==> config.mk <==
export PLATFORM = sky130hd
export DESIGN_NAME = src_rtc_core
export DESIGN_NICKNAME = d
export VERILOG_FILES = /design/src/rtl/src_pkg.sv /design/src/rtl/src_rtc_core.sv
export SDC_FILE = /design/constraint.sdc
export NUM_CORES = 1
export LEC_CHECK = 0
export ABC_AREA = 1
export BUFFER_PORTS_ARGS = -buffer_cell sky130_fd_sc_hd__buf_2
export CAP_MARGIN = 20
export CORE_MARGIN = 1.5
export CORE_UTILIZATION = 60
export CTS_BUF_LIST = sky130_fd_sc_hd__clkbuf_2
export CTS_CLUSTER_DIAMETER = 50
export CTS_CLUSTER_SIZE = 14
export DETAILED_ROUTE_END_ITERATION = 6
export GPL_ROUTABILITY_DRIVEN = 0
export HOLD_SLACK_MARGIN = 0.03
export PLACE_DENSITY = 0.79
export SLEW_MARGIN = 20
export SYNTH_ARGS = -nofsm -noshare
export SYNTH_HDL_FRONTEND = slang
export SYNTH_SLANG_ARGS = --single-unit
==> constraint.sdc <==
create_clock -name i_sys_clk -period 11.9 [get_ports i_sys_clk]
set_clock_uncertainty 0.2 [all_clocks]
set_input_delay 3.57 -clock i_sys_clk [delete_from_list [all_inputs] [get_ports i_sys_clk]]
set_output_delay 3.57 -clock i_sys_clk [all_outputs]
set_load 0.01 [all_outputs]
==> src/rtl/src_pkg.sv <==
package src_pkg;
  localparam int unsigned CLK_HZ = 100_000_000;
  localparam int unsigned OSC_HZ = 32768;
  localparam int unsigned HUND_HZ = 100;
  localparam logic [15:0] ACC_STEP = 16'(HUND_HZ);
  localparam logic [15:0] ACC_MOD = 16'(OSC_HZ);
  localparam int unsigned REG_COUNT = 20;
  localparam int unsigned TIME_BYTES = 8;
  localparam logic [4:0] LAST_PTR = 5'(REG_COUNT - 1);
  // Byte map
  localparam logic [4:0] OFS_HUND = 5'h00;
  localparam logic [4:0] OFS_SEC = 5'h01;
  localparam logic [4:0] OFS_MIN = 5'h02;
  localparam logic [4:0] OFS_HOUR = 5'h03;
  localparam logic [4:0] OFS_DAY = 5'h04;
  localparam logic [4:0] OFS_DATE = 5'h05;
  localparam logic [4:0] OFS_MONTH = 5'h06;
  localparam logic [4:0] OFS_YEAR = 5'h07;
  localparam logic [4:0] OFS_CTRL = 5'h08;
  localparam logic [4:0] OFS_AL_EN = 5'h09;
  localparam logic [4:0] OFS_AL_HOUR = 5'h0a;
  localparam logic [4:0] OFS_AL_MIN = 5'h0b;
  localparam logic [4:0] OFS_AL_SEC = 5'h0c;
  localparam logic [4:0] OFS_FLAGS = 5'h0f;
  localparam logic [4:0] OFS_SQW = 5'h13;
  // Field positions
  localparam int unsigned BIT_OUT_LVL = 7;
  localparam int unsigned BIT_FT_EN = 6;
  localparam int unsigned BIT_AL_EN = 7;
  localparam int unsigned BIT_AF = 6;
  localparam int unsigned BIT_SQW_EN = 0;
  localparam int unsigned FT_DIV_BIT = 6;
  // Reset values
  localparam logic [7:0] RST_ONE = 8'h01;
  localparam logic [7:0] RST_ZERO = 8'h00;
  localparam logic [7:0] RST_CTRL = 8'h80;

  typedef enum logic [2:0] {
    S_IDLE, S_ADDR, S_PTR, S_WDAT, S_ACK, S_READ, S_RACK
  } src_i2c_e;
endpackage : src_pkg

==> src/rtl/src_rtc_core.sv <==
`timescale 1ns/1ps
`default_nettype none
module src_rtc_core #(
  parameter logic [6:0] DEV_ADDR = 7'h68
) (
  // System
  input wire logic i_sys_clk,
  input wire logic i_reset,
  // Two-wire bus
  input wire logic i_scl,
  input wire logic i_sda,
  output logic o_sda_out,
  output logic o_sda_oe,
  // Time base and supply
  input wire logic i_osc_in,
  input wire logic i_main_power_ok,
  output logic o_on_backup,
  // Multi-function pin
  output logic o_multi_function_open_drain_out,
  output logic o_multi_function_open_drain_oe
);
  import src_pkg::*;

  initial begin
    if (CLK_HZ < 8 * OSC_HZ) $error("System clock too slow to sample the oscillator");
  end

  typedef struct packed {
    logic [2:0] scl_s, sda_s, osc_s, pwr_s;
    logic scl_f, sda_f, osc_f, pwr_f;
    logic [15:0] acc;
    logic tick;
    logic [6:0] ft_cnt;
    logic [TIME_BYTES-1:0][7:0] snap;
    logic [REG_COUNT-1:0][7:0] regs;
    src_i2c_e st, nxt;
    logic [3:0] bcnt;
    logic [7:0] sh;
    logic [4:0] ptr;
    logic sda_oe, mfo_oe, backup;
  } src_state_s;

  src_state_s q, d;

  function automatic logic [7:0] bcd_inc(input logic [7:0] v);
    return (v[3:0] == 4'h9) ? {v[7:4] + 4'h1, 4'h0} : v + 8'h01;
  endfunction : bcd_inc

  function automatic logic is_leap(input logic [7:0] y);
    // Every fourth year; 2100 is not caught, hence the limit
    return y[4] ? (y[3:0] == 4'h2 || y[3:0] == 4'h6)
                : (y[3:0] == 4'h0 || y[3:0] == 4'h4 || y[3:0] == 4'h8);
  endfunction : is_leap

  function automatic logic [7:0] last_date(input logic [7:0] m, input logic leap);
    case (m)
      8'h02: return leap ? 8'h29 : 8'h28;
      8'h04, 8'h06, 8'h09, 8'h11: return 8'h30;
      default: return 8'h31;
    endcase
  endfunction : last_date

  function automatic logic [4:0] ptr_next(input logic [4:0] p);
    return (p >= LAST_PTR) ? 5'h00 : p + 5'h01;
  endfunction : ptr_next

  logic scl_rise, scl_fall, sda_rise, sda_fall, osc_rise, c, do_write;
  logic [15:0] acc_sum;
  logic [7:0] tmp, rbyte;

  always_comb begin
    d = q;
    c = 1'b0;
    tmp = 8'h00;
    rbyte = 8'h00;
    do_write = 1'b0;
    acc_sum = 16'h0000;
    d.scl_s = {q.scl_s[1:0], i_scl};
    d.sda_s = {q.sda_s[1:0], i_sda};
    d.osc_s = {q.osc_s[1:0], i_osc_in};
    d.pwr_s = {q.pwr_s[1:0], i_main_power_ok};
    if (q.scl_s[2] == q.scl_s[1]) d.scl_f = q.scl_s[2];
    if (q.sda_s[2] == q.sda_s[1]) d.sda_f = q.sda_s[2];
    if (q.osc_s[2] == q.osc_s[1]) d.osc_f = q.osc_s[2];
    if (q.pwr_s[2] == q.pwr_s[1]) d.pwr_f = q.pwr_s[2];
    scl_rise = !q.scl_f && d.scl_f;
    scl_fall = q.scl_f && !d.scl_f;
    sda_rise = !q.sda_f && d.sda_f && d.scl_f;
    sda_fall = q.sda_f && !d.sda_f && d.scl_f;
    osc_rise = !q.osc_f && d.osc_f;
    d.backup = !d.pwr_f;

    // Fractional divider: 100 hundredths per 32768 crystal cycles
    d.tick = 1'b0;
    if (osc_rise) begin
      d.ft_cnt = q.ft_cnt + 7'h01;
      acc_sum = q.acc + ACC_STEP;
      if (acc_sum >= ACC_MOD) begin
        d.tick = 1'b1;
        d.acc = acc_sum - ACC_MOD;
      end else begin
        d.acc = acc_sum;
      end
    end

    // Counter chain keeps running on backup as well
    c = d.tick;
    if (c) begin
      c = (q.regs[OFS_HUND] == 8'h99);
      d.regs[OFS_HUND] = c ? 8'h00 : bcd_inc(q.regs[OFS_HUND]);
    end
    if (c) begin
      c = (q.regs[OFS_SEC] == 8'h59);
      d.regs[OFS_SEC] = c ? 8'h00 : bcd_inc(q.regs[OFS_SEC]);
    end
    if (c) begin
      c = (q.regs[OFS_MIN] == 8'h59);
      d.regs[OFS_MIN] = c ? 8'h00 : bcd_inc(q.regs[OFS_MIN]);
    end
    if (c) begin
      c = (q.regs[OFS_HOUR][5:0] == 6'h23);
      tmp = bcd_inc({2'b00, q.regs[OFS_HOUR][5:0]});
      d.regs[OFS_HOUR][5:0] = c ? 6'h00 : tmp[5:0];
    end
    if (c) begin
      d.regs[OFS_DAY] = (q.regs[OFS_DAY] == 8'h07) ? RST_ONE : bcd_inc(q.regs[OFS_DAY]);
      c = (q.regs[OFS_DATE] == last_date(q.regs[OFS_MONTH], is_leap(q.regs[OFS_YEAR])));
      d.regs[OFS_DATE] = c ? RST_ONE : bcd_inc(q.regs[OFS_DATE]);
    end
    if (c) begin
      c = (q.regs[OFS_MONTH] == 8'h12);
      d.regs[OFS_MONTH] = c ? RST_ONE : bcd_inc(q.regs[OFS_MONTH]);
    end
    if (c) begin
      c = (q.regs[OFS_YEAR] == 8'h99);
      d.regs[OFS_YEAR] = c ? 8'h00 : bcd_inc(q.regs[OFS_YEAR]);
    end
    if (c) d.regs[OFS_HOUR][7:6] = q.regs[OFS_HOUR][7:6] + 2'b01;

    // Two-wire slave
    if (scl_rise) begin
      unique case (q.st)
        S_ADDR, S_PTR, S_WDAT: begin
          d.sh = {q.sh[6:0], q.sda_f};
          d.bcnt = q.bcnt + 4'h1;
        end
        S_RACK: d.st = q.sda_f ? S_IDLE : S_ACK;
        default: ;
      endcase
    end
    if (scl_fall) begin
      unique case (q.st)
        S_ADDR, S_PTR, S_WDAT: if (q.bcnt == 4'h8) begin
          d.bcnt = 4'h0;
          d.sda_oe = 1'b1;
          d.st = S_ACK;
          if (q.st == S_ADDR) begin
            if (q.sh[7:1] != DEV_ADDR) begin
              d.sda_oe = 1'b0;
              d.st = S_IDLE;
            end else if (q.sh[0]) begin
              d.nxt = S_READ;
              d.snap = q.regs[TIME_BYTES-1:0];
            end else begin
              d.nxt = S_PTR;
            end
          end else if (q.st == S_PTR) begin
            d.ptr = (q.sh[4:0] > LAST_PTR) ? 5'h00 : q.sh[4:0];
            d.nxt = S_WDAT;
          end else begin
            do_write = 1'b1;
            d.ptr = ptr_next(q.ptr);
          end
        end
        S_ACK: begin
          d.sda_oe = 1'b0;
          d.st = q.nxt;
          if (q.nxt == S_READ) begin
            rbyte = (q.ptr < 5'(TIME_BYTES)) ? q.snap[q.ptr[2:0]] : q.regs[q.ptr];
            if (q.ptr == OFS_FLAGS) d.regs[OFS_FLAGS][BIT_AF] = 1'b0;
            d.sh = {rbyte[6:0], 1'b0};
            d.sda_oe = !rbyte[7];
            d.bcnt = 4'h1;
            d.ptr = ptr_next(q.ptr);
          end
        end
        S_READ: begin
          if (q.bcnt == 4'h8) begin
            d.sda_oe = 1'b0;
            d.st = S_RACK;
          end else begin
            d.sda_oe = !q.sh[7];
            d.sh = {q.sh[6:0], 1'b0};
            d.bcnt = q.bcnt + 4'h1;
          end
        end
        default: ;
      endcase
    end
    if (do_write) d.regs[q.ptr] = q.sh;
    if (sda_fall) begin
      d.st = S_ADDR;
      d.bcnt = 4'h0;
      d.sda_oe = 1'b0;
    end
    if (sda_rise || d.backup) begin
      d.st = S_IDLE;
      d.sda_oe = 1'b0;
    end

    // Alarm set wins over a clearing read
    if (q.tick && q.regs[OFS_HUND] == 8'h00 && q.regs[OFS_AL_EN][BIT_AL_EN]
        && q.regs[OFS_HOUR][5:0] == q.regs[OFS_AL_HOUR][5:0]
        && q.regs[OFS_MIN] == q.regs[OFS_AL_MIN]
        && q.regs[OFS_SEC] == q.regs[OFS_AL_SEC]) begin
      d.regs[OFS_FLAGS][BIT_AF] = 1'b1;
    end

    // Pin priority: alarm, frequency test, square wave, plain level
    if (q.regs[OFS_AL_EN][BIT_AL_EN] && q.regs[OFS_FLAGS][BIT_AF]) d.mfo_oe = 1'b1;
    else if (q.regs[OFS_CTRL][BIT_FT_EN]) d.mfo_oe = !q.ft_cnt[FT_DIV_BIT];
    else if (q.regs[OFS_SQW][BIT_SQW_EN]) d.mfo_oe = (q.regs[OFS_HUND][7:4] >= 4'h5);
    else d.mfo_oe = !q.regs[OFS_CTRL][BIT_OUT_LVL];
  end

  always_ff @(posedge i_sys_clk or posedge i_reset) begin
    if (i_reset) begin
      q <= '0;
      q.scl_s <= 3'b111;
      q.sda_s <= 3'b111;
      q.pwr_s <= 3'b111;
      q.scl_f <= 1'b1;
      q.sda_f <= 1'b1;
      q.pwr_f <= 1'b1;
      q.st <= S_IDLE;
      q.nxt <= S_IDLE;
      q.regs[OFS_DAY] <= RST_ONE;
      q.regs[OFS_DATE] <= RST_ONE;
      q.regs[OFS_MONTH] <= RST_ONE;
      q.regs[OFS_CTRL] <= RST_CTRL;
    end else begin
      q <= d;
    end
  end

  assign o_sda_out = 1'b0;
  assign o_multi_function_open_drain_out = 1'b0;
  assign o_sda_oe = q.sda_oe;
  assign o_on_backup = q.backup;
  assign o_multi_function_open_drain_oe = q.mfo_oe;
endmodule : src_rtc_core
`default_nettype wire
After elaboration in Yosys (flattened, before gate mapping):

Cells that the tools add are included.
Widths: inputs -> output; s select.

* mux-type cells: 99
* bitwise gates (word level): 1
* magnitude comparators: 8
* reduce and logical (&&, ||, !) cells: 40
* add/subtract/negate cells: 22
* eq/ne operators: 47

Operators with widths (number)
* $mux 8: 25
* $bwmux 160: 1
* $mux 127: 1
* $add 8x1->8 const B: 7
* $bmux 8 s5: 1
* $demux 8 s5: 1
* $eq 4x4->1 const B: 10
* $mux 3: 13
* $mux 12: 3
* $add 4x1->4 const B: 8
* $mux 1: 32
* $mux 16: 2
* $bmux 8 s3: 1
* $eq 8x3->1 const B: 3
* $eq 8x8->1: 3
* $mux 24: 1
* $mux 6: 4
* $mux 5: 4
* $pmux 5 s2: 2
* $mux 18: 1
* $add 16x7->16 const B: 1
* $eq 8x5->1 const B: 2
* $eq 8x7->1 const B: 2
* $eq 8x8->1 const B: 2
* 48 further kinds: 87

* flip-flop bits (word level): 290
* output and inout port bits: 5
* input port bits: 6

Longest topological paths before layout:

* word-level depth: 17
* mapped depth: 17
* gate-level depth less buffers: 17

Least setup slack after synthesis:

OpenSTA, ideal clock, no wires.

* kind: reg2out
* from: register q, in the netlist o_sda_oe
* to: output port o_sda_oe
* required time: 8.130 ns
* cell stages (with the launch flop): 1
* setup slack: 7.749 ns
* path buffers: 0
* arrival: 0.381 ns
* cells stage by stage: dfrtp_1

RTL lines
* start: declaration: RTL line src_rtc_core.sv:43 `src_state_s q, d;`
* end: declaration: RTL line src_rtc_core.sv:13 `output logic o_sda_oe,`

No word-level cell between the ends.

Worst setup path after layout:

* from: register q, in the netlist o_multi_function_open_drain_oe
* to: output port o_multi_function_open_drain_oe

RTL lines
* end: declaration: RTL line src_rtc_core.sv:20 `output logic o_multi_function_open_drain_oe`

No word-level cell between the ends.

==> flow_summary_export.csv <==
group,metric,value,unit
cells_and_area,nets,1939,
grt,grt_pass1_wl,65.3,mm
routing,drc_errors,0,
grt,grt_usage,31.3,%
sta,rsz0062_at_grt,"false",
sta,finalCritPeriodShare,44.6,%
clock_network,post_cts_buffers,0,
setup_path,r2r_slack,8420,ps
routing,routed.top_layer,"met4",
cells_and_area,drive_gt1_share,5.94,%
grt,antenna_found_initial,1,
hold_path,hold_path.class,"reg -> reg",
setup_path,crit_family,"flip-flops",
setup_path,crit_arrival,1540,ps
clock_network,cts_buffer_depth,3,
routing,wl_met1,17.2,mm
synth,ys_warn_count,0,
floorplanning,chipHeight,162,um
setup_path,cp-start-kind,"register",
floorplanning,start_util,61.7,%
power,peakVddDrop,169,uV
clock_network,ctsResizeCount,0,
routing,wl_per_cell,17.8,um
grt,gr-total-overflow,0,
power,seq_power_share,51.6,%
grt,grt_max_degree,192,
floorplanning,die_x,162,um
synth,synth_seq_area_share,47.7,%
hold_path,whs_path_depth,0,
setup_path,regToRegStartpoint,"q[8]",
cells_and_area,register_area,7230,um2
clock_network,cts_sinks,288,
clock_network,root_buffer,"clkbuf_2",
power,switching_share,36.3,%
cells_and_area,multi_input_area,6820,um2
setup_path,worstSetupEndpointType,"output pin",
power,cellPowerDensity,133,nW/um2
setup_path,path_class,"reg -> out",
routing,first_pass_iters,7,
cells_and_area,fill_cells,2158,
clock_network,holdBufCountCts,0,
synth,synth_area,15100,um2
clock_network,htreeDepth,1,
power,combPwrFrac,21.7,%
job,cap_viol_max_count,0,
clock_network,numCtsBuffers,30,
power,power_frac_clock,26.7,%
routing,dr_wl_met3,3.76,mm
sta,drv_slew,0,
floorplanning,num_rows,57,
setup_path,ff2ff_path_depth,5,
setup_path,crit_chain,"buf_2",
power,switchingPower,0.765,mW
grt,first_global_vias,12547,
sta,fin_tns_setup,0,ps
setup_path,cp_max_fo,1,
floorplanning,die-area,26200,um2
routing,wl_met2,17.5,mm
outcome,outcome,"completed",
sta,period_minus_slack,5310,ps
synth,synth_area_per_cell,7.87,um2
sta,clock.fmax,188,MHz
setup_path,startpoint,"o_multi_function_open_drain_oe",
clock_network,clk_latency,1010,ps
clock_network,cts.reportedPaths.clkPinSlew,240,ps
power,leakage,7.40,nW
setup_path,r2r_end,"q[217]",
cells_and_area,postLayoutCoreUtil,64.4,%
routing,vias_per_cell,6.03,
sta,max-slew-margin-rel,24.7,%
placed_design,hpwl,26.8,mm
sta,hold_viol,0,
floorplanning,io_pins,11,
floorplanning,coreArea,24500,um2
placed_design,pre_cts_ws,6420,ps
routing,ant_nets,0,
cells_and_area,area_delta_synth_final,4.36,%
sta,fin_ws,6590,ps
synth,synth.distinct_cells,46,
setup_path,path_buf_inv,1,
routing,vias,13546,
hold_path,holdPathEnd,"d[283]",
setup_path,cp_slowest_stage_delay,410,ps
routing,drtIter0Drc,1827,
setup_path,required,8130,ps
clock_network,cts_tree,"built",
hold_path,hp-start,"d[282]",
sta,tightest_slew,1130,ps
sta,setup_viol,0,
placed_design,io_buffers,8,
power,internal_power,1.34,mW
setup_path,crit_path_top_delay_cell,"dfrtp_1",
synth,synthCells,1924,
synth,ys_seq_elements,288,
routing,wl,40.1,mm
worst reg2reg max path, cell delays in order (launching register included):
cell	delay, ps
dfrtp_1	660
inv_1	780
nor2_1	230
nand3_4	220
buf_4	770
mux2_2	450
per-stage QoR:
stage          cells  area (um2)  hold WS (ps)  power (mW)
5_1_grt         2247       15800           142        2.19
3_3_place_gp    2186       15400           150        1.53
4_1_cts         2242       15800           144        2.10
6_report        2247       15800           147        2.11
2_1_floorplan   1925       15100           131        1.37
3_5_place_dp    2186       15400           148        1.54
state kept, by name, indices dropped and copies added, names as in the netlist:
name and flops:
o_sda_oe 1, d 8, o_multi_function_open_drain_oe 1, o_on_backup 1
q 277
metal layers:
metal,global-route usage [%],up-vias
met1,44.9,6407
met2,47.7,656
met3,5.54,126
li1,-,6357
met5,0,-
met4,12.3,0
cell families (layout without fill, tap and decap cells):
| logic type | Yosys count | after routing | synth area share (%) |
|---|---|---|---|
| xor gates and xnor gates | 40 | 40 | 2.31 |
| and+or+nand+nor | 748 | 748 | 20.9 |
| other | 1 | 7 | 0.0248 |
| AOI/OAI and AO/OA | 520 | 520 | 18.2 |
| buffers and inverters | 285 | 278 | 7.33 |
| adders and majority gates | 40 | 40 | 3.29 |
| DFF | 288 | 288 | 47.7 |
| muxes | 2 | 2 | 0.149 |
synth_stat cells (all sizes together):
library cell	n	area share [%]
a31oi	8	0.33
o2111ai	3	0.17
nor3	32	1.1
dfrtp	272	45
o21ai	375	12
o31ai	3	0.15
xnor2	13	0.75
a22o	7	0.40
nand4	23	1.0
a2111oi	1	0.058
maj3	1	0.066
nor2	169	4.4
nand2	394	9.8
xor2	27	1.6
mux2	2	0.15
a22oi	1	0.050
inv	200	5.0
o211ai	11	0.55
clkinv	4	0.099
a211oi	1	0.050
nand3b	4	0.20
conb	1	0.025
nor4	6	0.25
o221ai	1	0.058
or2	5	0.21
ha	39	3.2
o22ai	47	1.9
buf	13	0.59
o311ai	1	0.058
nor3b	4	0.20
clkbuf	68	1.7
dfstp	16	2.8
nand3	111	3.8
a21oi	61	2.0
cell usage in the layout, fill, tap and decap left out, types with 5 or more instances in the layout:
cell / instances
o21ai_1: 25
buf_4: 9
inv_1: 190
nor4_1: 6
or2_2: 5
nand3_1: 108
diode_2: 5
clkbuf_2: 34
buf_2: 8
dfstp_2: 16
dfrtp_1: 271
a31oi_1: 8
nand4_1: 22
ha_1: 39
o22ai_1: 47
o211ai_1: 11
inv_2: 9
nand2_1: 392
xnor2_1: 13
nor2_1: 165
nor3_1: 31
clkinv_1: 9
bufinv_16: 5
xor2_1: 27
a21oi_1: 61
o21ai_0: 350
a22o_1: 7
power by group through the flow:
| stage | Sequential (mW) | Clock, mW | Combinational, mW |
|---|---|---|---|
| after global routing | 1.09 | 0.605 | 0.495 |
| after detailed placement | 1.10 | 0 | 0.443 |
| after global placement | 1.10 | 0 | 0.435 |
| after floorplan | 1.07 | 0 | 0.297 |
| final | 1.09 | 0.561 | 0.458 |
| after CTS | 1.08 | 0.567 | 0.445 |
layout make-up:
class                      count  area share, %
antenna                        5         0.0792
inverter                     204           4.89
multi-input combinational   1352           43.2
clock inverter                22           1.66
timing repair buffer          18          0.808
clock buffer                  34           1.08
sequential                   288           45.7
tap                          324           2.57
worst max path at each step:
stage / to / slack [ps] / cells past startpoint
detailed placement: q[3] / 6420 / 3
global route: o_multi_function_open_drain_oe / 6480 / 1
floorplan: d[282] / 210 / 1
CTS: o_multi_function_open_drain_oe / 6510 / 1
global placement: q[3] / 6430 / 3
finish: o_multi_function_open_drain_oe / 6590 / 1
Power figures use the tool's default switching activity.
